[config.mk]
export PLATFORM = sky130hd
export DESIGN_NAME = nv_byte_access
export DESIGN_NICKNAME = d
export VERILOG_FILES = /design/src/nv_access_pkg.sv /design/src/nv_byte_access.sv
export SDC_FILE = /design/constraint.sdc
export NUM_CORES = 2
export LEC_CHECK = 0
export BUFFER_PORTS_ARGS = -buffer_cell sky130_fd_sc_hd__clkbuf_2
export CAP_MARGIN = 20
export CORE_UTILIZATION = 55
export CTS_BUF_LIST = sky130_fd_sc_hd__clkbuf_16
export DETAILED_ROUTE_END_ITERATION = 6
export PLACE_DENSITY = 0.73
export SKIP_CTS_REPAIR_TIMING = 1
export SYNTH_ARGS = -nofsm -noshare
export SYNTH_HDL_FRONTEND = slang
export SYNTH_SLANG_ARGS = --single-unit
[constraint.sdc]
create_clock -name clk_i -period 16.7 [get_ports clk_i]
set_input_delay 1.67 -clock clk_i [delete_from_list [all_inputs] [get_ports clk_i]]
set_output_delay 1.67 -clock clk_i [all_outputs]
set_load 0.03 [all_outputs]
[src/nv_access_pkg.sv]
// constants shared by the data eeprom byte access controller
package nv_access_pkg;

  // ****************************************************************
  // i/o register offsets
  // ****************************************************************
  localparam logic [5:0] NV_ADDR_HIGH_OFS = 6'h1F;
  localparam logic [5:0] NV_ADDR_LOW_OFS  = 6'h1E;
  localparam logic [5:0] NV_DATA_OFS      = 6'h1D;
  localparam logic [5:0] NV_CTRL_OFS      = 6'h1C;

  // ****************************************************************
  // control register fields
  // ****************************************************************
  localparam int READ_STROBE_BIT  = 0;
  localparam int WRITE_STROBE_BIT = 1;
  localparam int WRITE_UNLOCK_BIT = 2;
  localparam int READY_IE_BIT     = 3;
  localparam logic [3:0] CTRL_RESERVED_VAL = 4'h0;
  localparam logic [6:0] ADDR_HIGH_RESERVED_VAL = 7'h00;

  // ****************************************************************
  // reset values
  // ****************************************************************
  localparam logic [8:0] NV_ADDR_RESET = 9'h000;
  localparam logic [7:0] NV_DATA_RESET = 8'h00;

  // ****************************************************************
  // timing
  // ****************************************************************
  localparam int CLK_PERIOD_NS    = 40;
  localparam int OSC_PERIOD_NS    = 1000;
  localparam int OSC_DIV_CYCLES   = (OSC_PERIOD_NS + CLK_PERIOD_NS - 1) / CLK_PERIOD_NS;
  localparam int UNLOCK_CYCLES    = 4;
  localparam int WRITE_HALT_CYCLES = 2;
  localparam int READ_HALT_CYCLES  = 4;
  localparam int NV_DEPTH         = 512;
  localparam int NV_WRITE_OSC_CYCLES = 8448;

  // ****************************************************************
  // write engine states
  // ****************************************************************
  typedef enum logic [1:0] {
    ENG_IDLE = 2'b01,
    ENG_PROG = 2'b10
  } eng_state_t;

endpackage : nv_access_pkg

[src/nv_byte_access.sv]
// data eeprom byte access controller: i/o registers, unlock, timed write, stall
module nv_byte_access
  import nv_access_pkg::*;
#(
  parameter int ADDR_W           = 9,
  parameter int WRITE_OSC_CYCLES = NV_WRITE_OSC_CYCLES
) (
  // clock and resets
  input  wire logic       clk_i,
  input  wire logic       rst_i,
  input  wire logic       por_i,
  // i/o register port from the core
  input  wire logic [5:0] io_addr_i,
  input  wire logic       io_wr_i,
  input  wire logic       io_rd_i,
  input  wire logic [7:0] io_wdata_i,
  output logic      [7:0] io_rdata_o,
  // core interaction
  input  wire logic       global_ie_i,
  input  wire logic       power_down_i,
  output logic            cpu_halt_o,
  output logic            ready_irq_o,
  output logic            osc_run_o
);

  // counter sized from the parameter, so short write lengths stay cheap
  localparam int WCNT_W = $clog2(WRITE_OSC_CYCLES + 1);
  localparam int DCNT_W = $clog2(OSC_DIV_CYCLES + 1);

  // refuse an address width the address map cannot serve, and a write length below one
  if (ADDR_W != 9) begin : g_bad_addr
    $error("nv_byte_access: address width must be 9");
  end
  if (WRITE_OSC_CYCLES < 1) begin : g_bad_wcnt
    $error("nv_byte_access: write length must be at least one");
  end

  // ****************************************************************
  // storage array
  // ****************************************************************
  logic [7:0] nv_mem [NV_DEPTH];

  // ****************************************************************
  // register bus decode
  // ****************************************************************
  logic wr_high;
  logic wr_low;
  logic wr_data;
  logic wr_ctrl;

  // strobes for each register
  assign wr_high = io_wr_i && (io_addr_i == NV_ADDR_HIGH_OFS);
  assign wr_low  = io_wr_i && (io_addr_i == NV_ADDR_LOW_OFS);
  assign wr_data = io_wr_i && (io_addr_i == NV_DATA_OFS);
  assign wr_ctrl = io_wr_i && (io_addr_i == NV_CTRL_OFS);

  // ****************************************************************
  // control and data registers
  // ****************************************************************
  logic [ADDR_W-1:0] nv_byte_address_reg;
  logic [ADDR_W-1:0] nv_byte_address_next;
  logic [7:0]        nv_byte_data_reg;
  logic [7:0]        nv_byte_data_next;
  logic              ready_interrupt_enable_reg;
  logic              ready_interrupt_enable_next;
  logic              write_unlock_reg;
  logic              write_unlock_next;
  logic [2:0]        unlock_cnt_reg;
  logic [2:0]        unlock_cnt_next;
  logic [2:0]        halt_cnt_reg;
  logic [2:0]        halt_cnt_next;
  logic [7:0]        rdata_reg;
  logic [7:0]        rdata_next;

  // engine side
  eng_state_t        eng_state_reg;
  eng_state_t        eng_state_next;
  logic [WCNT_W-1:0] wcnt_reg;
  logic [WCNT_W-1:0] wcnt_next;
  logic [DCNT_W-1:0] div_cnt_reg;
  logic [DCNT_W-1:0] div_cnt_next;
  logic [ADDR_W-1:0] wr_addr_reg;
  logic [ADDR_W-1:0] wr_addr_next;
  logic [7:0]        wr_byte_reg;
  logic [7:0]        wr_byte_next;

  logic busy;
  logic start_write;
  logic do_read;
  logic osc_tick;
  logic mem_we;

  // busy is the strobe bit software polls; no second flop to drift out of step
  assign busy = (eng_state_reg == ENG_PROG);

  // strobe honoured only while unlock still armed
  assign start_write = wr_ctrl && io_wdata_i[WRITE_STROBE_BIT] && write_unlock_reg && !busy;
  // read strobe ignored during a write
  assign do_read = wr_ctrl && io_wdata_i[READ_STROBE_BIT] && !busy;

  // control register image; strobe reads engine, read strobe reads zero
  function automatic logic [7:0] ctrl_image(input logic rie, input logic unl, input logic bsy);
    ctrl_image = {CTRL_RESERVED_VAL, rie, unl, bsy, 1'b0};
  endfunction : ctrl_image

  // next values of the core-facing registers
  always_comb begin
    nv_byte_address_next        = nv_byte_address_reg;
    nv_byte_data_next           = nv_byte_data_reg;
    ready_interrupt_enable_next = ready_interrupt_enable_reg;
    write_unlock_next           = write_unlock_reg;
    unlock_cnt_next             = unlock_cnt_reg;
    halt_cnt_next               = (halt_cnt_reg != 3'h0) ? halt_cnt_reg - 3'h1 : 3'h0;
    rdata_next                  = rdata_reg;
    // address frozen while a write runs
    if (wr_high && !busy) begin
      nv_byte_address_next[ADDR_W-1] = io_wdata_i[0];
    end
    if (wr_low && !busy) begin
      nv_byte_address_next[7:0] = io_wdata_i;
    end
    // data register holds the byte to write
    if (wr_data) begin
      nv_byte_data_next = io_wdata_i;
    end
    // re-arming an armed window does not restart it, so it never outlives four cycles
    // unlock times out after four cycles
    if (write_unlock_reg) begin
      if (unlock_cnt_reg == 3'(UNLOCK_CYCLES - 1)) begin
        write_unlock_next = 1'b0;
      end else begin
        unlock_cnt_next = unlock_cnt_reg + 3'h1;
      end
    end
    if (wr_ctrl) begin
      ready_interrupt_enable_next = io_wdata_i[READY_IE_BIT];
      if (io_wdata_i[WRITE_UNLOCK_BIT] && !write_unlock_reg) begin
        write_unlock_next = 1'b1;
        unlock_cnt_next   = 3'h0;
      end else if (!io_wdata_i[WRITE_UNLOCK_BIT]) begin
        write_unlock_next = 1'b0;
      end
    end
    // unlock is consumed by the write it enables
    if (start_write) begin
      write_unlock_next = 1'b0;
      halt_cnt_next     = 3'(WRITE_HALT_CYCLES);
    end
    // byte fetched in the strobe cycle
    if (do_read) begin
      nv_byte_data_next = nv_mem[nv_byte_address_reg];
      halt_cnt_next     = 3'(READ_HALT_CYCLES);
    end
    // read data registered so io_rdata_o stands until the next read
    // registered read port; unmapped offsets read zero
    if (io_rd_i) begin
      case (io_addr_i)
        NV_ADDR_HIGH_OFS: rdata_next = {ADDR_HIGH_RESERVED_VAL, nv_byte_address_reg[ADDR_W-1]};
        NV_ADDR_LOW_OFS:  rdata_next = nv_byte_address_reg[7:0];
        NV_DATA_OFS:      rdata_next = nv_byte_data_reg;
        NV_CTRL_OFS:      rdata_next = ctrl_image(ready_interrupt_enable_reg, write_unlock_reg, busy);
        default:          rdata_next = 8'h00;
      endcase
    end
  end

  // core-facing registers; address has a safe value even though software must set it
  always_ff @(posedge clk_i) begin
    if (rst_i) begin
      // address given a known start by system reset, though software must set it
      nv_byte_address_reg        <= NV_ADDR_RESET;
      nv_byte_data_reg           <= NV_DATA_RESET;
      ready_interrupt_enable_reg <= 1'b0;
      write_unlock_reg           <= 1'b0;
      unlock_cnt_reg             <= 3'h0;
      halt_cnt_reg               <= 3'h0;
      rdata_reg                  <= 8'h00;
    end else begin
      nv_byte_address_reg        <= nv_byte_address_next;
      nv_byte_data_reg           <= nv_byte_data_next;
      ready_interrupt_enable_reg <= ready_interrupt_enable_next;
      write_unlock_reg           <= write_unlock_next;
      unlock_cnt_reg             <= unlock_cnt_next;
      halt_cnt_reg               <= halt_cnt_next;
      rdata_reg                  <= rdata_next;
    end
  end

  // ****************************************************************
  // timed write engine
  // ****************************************************************

  // limitation: tick derives from clk_i, so write time assumes the 25 MHz clock
  // 1 MHz tick from the core clock stands in for the rc oscillator
  assign osc_tick = (div_cnt_reg == DCNT_W'(OSC_DIV_CYCLES - 1));

  // next values of the write engine
  always_comb begin
    eng_state_next = eng_state_reg;
    wcnt_next      = wcnt_reg;
    wr_addr_next   = wr_addr_reg;
    wr_byte_next   = wr_byte_reg;
    div_cnt_next   = div_cnt_reg;
    mem_we         = 1'b0;
    // divider ticks only while a write runs and is held at zero otherwise, whatever the sleep state
    if (busy) begin
      div_cnt_next = osc_tick ? '0 : div_cnt_reg + DCNT_W'(1);
    end else begin
      div_cnt_next = '0;
    end
    case (eng_state_reg)
      ENG_IDLE: begin
        if (start_write) begin
          // byte and address captured at start
          wr_addr_next   = nv_byte_address_reg;
          wr_byte_next   = nv_byte_data_reg;
          wcnt_next      = '0;
          eng_state_next = ENG_PROG;
        end
      end
      ENG_PROG: begin
        // address and byte latched at start; later register writes cannot disturb them
        if (osc_tick) begin
          // write spans the full oscillator count
          if (wcnt_reg == WCNT_W'(WRITE_OSC_CYCLES - 1)) begin
            mem_we = 1'b1;
            // strobe clears when write time ends
            eng_state_next = ENG_IDLE;
          end else begin
            wcnt_next = wcnt_reg + WCNT_W'(1);
          end
        end
      end
      default: eng_state_next = ENG_IDLE;
    endcase
  end

  // only power-on reset stops the engine, system reset does not
  always_ff @(posedge clk_i) begin
    if (por_i) begin
      eng_state_reg <= ENG_IDLE;
      wcnt_reg      <= '0;
      div_cnt_reg   <= '0;
      wr_addr_reg   <= NV_ADDR_RESET;
      wr_byte_reg   <= NV_DATA_RESET;
    end else begin
      eng_state_reg <= eng_state_next;
      wcnt_reg      <= wcnt_next;
      div_cnt_reg   <= div_cnt_next;
      wr_addr_reg   <= wr_addr_next;
      wr_byte_reg   <= wr_byte_next;
    end
  end

  // contents not initialised; a never-written byte reads unknown
  // array write port, separate so the array maps to a memory
  always_ff @(posedge clk_i) begin
    if (mem_we) begin
      nv_mem[wr_addr_reg] <= wr_byte_reg;
    end
  end

  // ****************************************************************
  // outputs
  // ****************************************************************

  // a level, not a flag, so a handler has nothing to clear
  // level interrupt while ready and enabled
  assign ready_irq_o = ready_interrupt_enable_reg && global_ie_i && !busy;
  assign cpu_halt_o  = (halt_cnt_reg != 3'h0);
  // oscillator held on by a running write, sleep or not
  assign osc_run_o   = busy || !power_down_i;
  assign io_rdata_o  = rdata_reg;

endmodule : nv_byte_access

; ---- After elaboration in Yosys (flattened, before gate mapping)
; Memories as Yosys holds them, arrays and structs flattened.
; Cells that the tools add are included.
[op_classes]
n_addsub = 4
eq_ne = 13
mux = 28
bitwise_logic = 2
n_reduce_logical = 28
[ops]
columns = op, count
row1 = $mux 14, 3
row2 = $pmux 8 s4, 1
row3 = $pmux 14 s2, 1
row4 = $eq 6x5->1 const B, 4
row5 = $mux 3, 7
row6 = $mux 8, 2
row7 = $add 14x1->14 const B, 1
row8 = $eq 14x14->1 const B, 1
row9 = $logic_and 1x1->1, 14
row10 = $mux 1, 10
row11 = $mux 2, 3
row12 = $add 5x1->5 const B, 1
row13 = $eq 5x5->1 const B, 1
row14 = $ne 2x1->1 const B, 2
row15 = $ne 2x2->1 const B, 2
row16 = $pmux 2 s2, 1
row17 = $reduce_and 4->1, 1
row18 = $reduce_bool 2->1, 2
row19 = $reduce_or 2->1, 2
row20 = $reduce_or 4->1, 1
row21 = $add 3x1->3 const B, 1
row22 = $eq 3x2->1 const B, 1
row23 = $logic_not 1->1, 3
row24 = $reduce_and 3->1, 1
row25 = 8 further kinds, 9
[word_totals]
register_bits = 71
ram_bits = 4096
in_bits = 21
out_inout_bits = 11
word_cells = 91
memories = 1
[memory_table]
columns = name, words, width, rd, rd_ports_with_merged_regs, wr, line_no
row1 = nv_mem, 512, 8, 1, 0, 1, nv_byte_access.sv:41  ; logic [7:0] nv_mem [NV_DEPTH];

; ---- Longest topological paths before layout
[depth]
depth_word = 7
mapped_depth = 14
mapped_depth_nobuf = 9

; ---- Worst setup path before layout
; OpenSTA, ideal clock, no wires.
[synth_timing]
path_type = register -> register
from = register wr_byte_reg[0]
to = memory nv_mem[0][0], data pin
setup_ns = 1.509
arrival_time_ns = 6.513
required_ns = 15.191
slack_ns = 8.678
path_stages_with_launch = 1
path_buffers = 0
period_less_slack_ns = 8.022
path_cell_list = dfxtp_1
[synth_lines]
columns = item, line_no
row1 = start: declaration, nv_byte_access.sv:84  ; logic [7:0] wr_byte_reg;
row2 = start signal: assignment, nv_byte_access.sv:251  ; wr_byte_reg <= wr_byte_next;
row3 = end: declaration, nv_byte_access.sv:41
; Straight into the memory's write port.

; ---- Final worst setup path
[layout_timing]
from = register nv_byte_address_reg[0]
to = register nv_byte_data_reg[3]
[layout_between]
elab_chain_cells = 2
[layout_lines]
columns = item, line_no
row1 = start: declaration, nv_byte_access.sv:60  ; logic [ADDR_W-1:0] nv_byte_address_reg;
row2 = start signal: assignment, nv_byte_access.sv:179  ; nv_byte_address_reg <= nv_byte_address_next;
row3 = $mem_v2 512x8, --
row4 = $mux 8, nv_byte_access.sv:150  ; if (do_read) begin
row5 = end signal: assignment, nv_byte_access.sv:180  ; nv_byte_data_reg <= nv_byte_data_next;
row6 = end: declaration, nv_byte_access.sv:62  ; logic [7:0] nv_byte_data_reg;
; Every way passes these cells.
; A chain may end at the register's enable or synchronous reset.

==> impl_metrics.toml <==
[timing]
hold_violations = 0
skew_ns = 0.0635
period_minus_slack_ns = 6.36
tightest_slew_ns = 1.49
slew_violations = 0
clock.fmax_mhz = 157
fin_crit_sh = 0.381
rsz0062_at_grt = "no"
tns_ns = 0
setup_viol = 0
fin_ws_ns = 10.34
fin_hold_ws_ns = 0.494
slew-limit-headroom = 0.00520

[global_route]
grt_max_degree = 263
antenna_found_initial = 33
met2_usage = 0.439
grt.busiest_layer = "met2"
grt.met3_usage = 0.0913
gr-total-overflow = 0
grt_pass1_vias = 80700
use_met1 = 0.398
grt_pass1_wl_mm = 611
grtUsageTotal = 0.294

[synthesis]
synthFlopType = "edfxtp_1"
synth-edff-count = 4096
ys_ff_latch = 4167
synthDominantCellAreaShare = 0.758
synthCells = 7644
syn_area_per_cell_um2 = 21.2
synthDistinctLibCells = 83
yosysTopAreaCell = "edfxtp_1"
synth_area_leaders = "edfxtp_1 76%, mux4_2 15%, nor2_1 1.5%, mux2i_1 1.4%, dfxtp_1 0.88%"
synth_area_um2 = 162000
yosysWarnings = 0
synthArstFlopShare = 0
syn-num-nets = 7669
ys_seq_area_frac = 0.767

[worst_setup_path]
rrSetupSlack_ns = 10.34
r2r-end = "nv_byte_data_reg[3]$_SDFFE_PP0P_"
crit_path_end_kind = "flop"
cp_slowest_stage_delay_ns = 0.84
path_class = "flop to flop"
r2r_cells = 11
critPathLaunchType = "flop"
required_ns = 17.50
path_buf_inv = 4
path_cells = "buf_4 > buf_12 > buf_4 > buf_4 > mux4_2 > mux4_2 > mux2i_1 > a32o_1 > a311oi_1 > a31oi_1 > o21ai_1"
crit_family = "buffers and inverters"
worstPathArrival_ns = 7.16
cp_common_cell = "buf_4"
reg2reg_from = "nv_byte_address_reg[0]$_SDFFE_PP0P_"
crit_fanout = 90
slowest_stage = "buf_4"

[floorplanning]
rows = 199
die-area_um2 = 297000
core_um2 = 294000
boundaryPins = 32
die_h_um = 545
start_util = 0.552
die_w_um = 545

[routing]
drt-wirelength-per-cell_um = 36.3
drt_wl_total_mm = 437
vias = 83000
vias_per_cell = 6.90
ant_nets = 0
drt_pre_antenna_iters = 7
drc = 0
drtIter0Drc = 13400

[worst_hold_path]
min_path_cells = 2
worstHoldEndpoint = "wcnt_reg[0]$_SDFFE_PP0P_"
hp-class = "flop to flop"
worstHoldStart = "wcnt_reg[0]$_SDFFE_PP0P_"

[power]
power_leakage_nw = 54.2
ir_drop_mv = 0.123
powerDensity_nw_per_um2 = 113

[layout]
fin_nets = 7804
areaGrowthSynthToFinish_pct = 10.5
drive_above_1_share = 0.235
final_cells = 12000
final_cell_mix = "4,096 x edfxtp_1, 1,078 x mux4_2, 638 x nor2_1, 405 x clkbuf_16, 310 x nand2_1"
final_common_cell = "edfxtp_1"
largest_reg_flops = 4096

[clock_network]
cts_sinks = 4167
cts_max_level = 5
cts_tree = "done"
cts_buffers = 399
insertion_delay_ns = 0.94
clk_pin_slew_ns = 0.07
clock-root-buffer = "clkbuf_16"
clockBufferDepth = 4

[place]
dpl_worst_slack_ns = 10.28
dp_hpwl_mm = 256
io_buffers = 31
place_congestion = 0.927
dpl.cell_count = 11300

[job]
drv_cap = 0

[outcome]
status = "finished clean"
-- Yosys cell counts (all sizes together), types with 10 or more instances --
cell type     n
a22oi        40
o221ai       22
inv          16
nor4         15
nand2b       10
nor3         37
nor2        642
nor2b        29
and2         14
mux4       1078
buf         298
a221oi       12
a211oi       31
o211ai       11
mux2i       224
nand2       321
nand4        17
a311oi       14
edfxtp     4096
a21oi        73
a32oi        10
a31oi        29
o22ai        63
or3          15
o21ai        40
clkbuf      166
and3         29
dfxtp        71
nand3        90
-- through the flow --
stage / utilization / total power (W) / area (µm²)
after floorplan: - / 0.0116 / 162000
after global placement: 0.566 / 0.0116 / 166000
after detailed placement: 0.566 / 0.0116 / 166000
after CTS: 0.609 / 0.0202 / 179000
after global routing: 0.611 / 0.0206 / 179000
final: 0.611 / 0.0202 / 179000
-- cell families (layout without fill, tap and decap cells) --
logic type | after synthesis | count (layout) | synth area share
adder cells (fa/ha/maj) | 4 | 4 | 0.000309
flip-flops | 4167 | 4167 | 0.767
buffers and inverters | 481 | 933 | 0.0168
multiplexers | 1311 | 1311 | 0.164
AND/OR/NAND/NOR | 1250 | 1250 | 0.0329
AO/OA/AOI/OAI | 418 | 418 | 0.0180
XOR/XNOR | 13 | 13 | 0.000702
other | 0 | 15 | 0
-- power breakdown --
group,internal [W],switching (W)
Clock,0.00498,0.00385
Combinational,0.0000156,0.0000384
Sequential,0.0113,0.00000156
Total,0.0163,0.00389
-- layer usage --
| metal | vias up | routed length [µm] |
|---|---|---|
| met1 | 43400 | 153000 |
| met3 | 1180 | 59500 |
| met4 | 34 | 24400 |
| met2 | 6400 | 200000 |
| met5 | - | 271 |
| li1 | 32000 | - |
-- cell type report --
type	count	area (µm²)
flip-flops and latches	4167	124000
fillers	19400	114000
multi-input cells	2996	35300
clock buffers	405	10100
well taps	3919	4900
clock inverters	313	2480
repair buffers	198	1880
inverters	17	86.3
diodes	15	37.5
-- worst min-delay path, stage by stage, from the launching register on --
cell	delay (ns)
dfxtp_1	0.33
nand2_1	0.06
a21oi_1	0.05
-- worst max-delay path by stage --
stage                                         from                                to  slack (ns)  cells after the start
3_3_place_gp   nv_byte_address_reg[1]$_SDFFE_PP0P_  nv_byte_data_reg[2]$_SDFFE_PP0P_       10.10                     11
2_1_floorplan          wr_byte_reg[0]$_SDFFE_PP0P_            nv_mem[0][0]$_DFFE_PP_        8.68                      0
5_1_grt        nv_byte_address_reg[0]$_SDFFE_PP0P_  nv_byte_data_reg[3]$_SDFFE_PP0P_        9.95                     11
6_report       nv_byte_address_reg[0]$_SDFFE_PP0P_  nv_byte_data_reg[3]$_SDFFE_PP0P_       10.34                     11
3_5_place_dp   nv_byte_address_reg[0]$_SDFFE_PP0P_  nv_byte_data_reg[3]$_SDFFE_PP0P_       10.28                     11
4_1_cts        nv_byte_address_reg[0]$_SDFFE_PP0P_  nv_byte_data_reg[3]$_SDFFE_PP0P_       10.27                     11
Note: power is estimated with default switching activity, not from simulation.
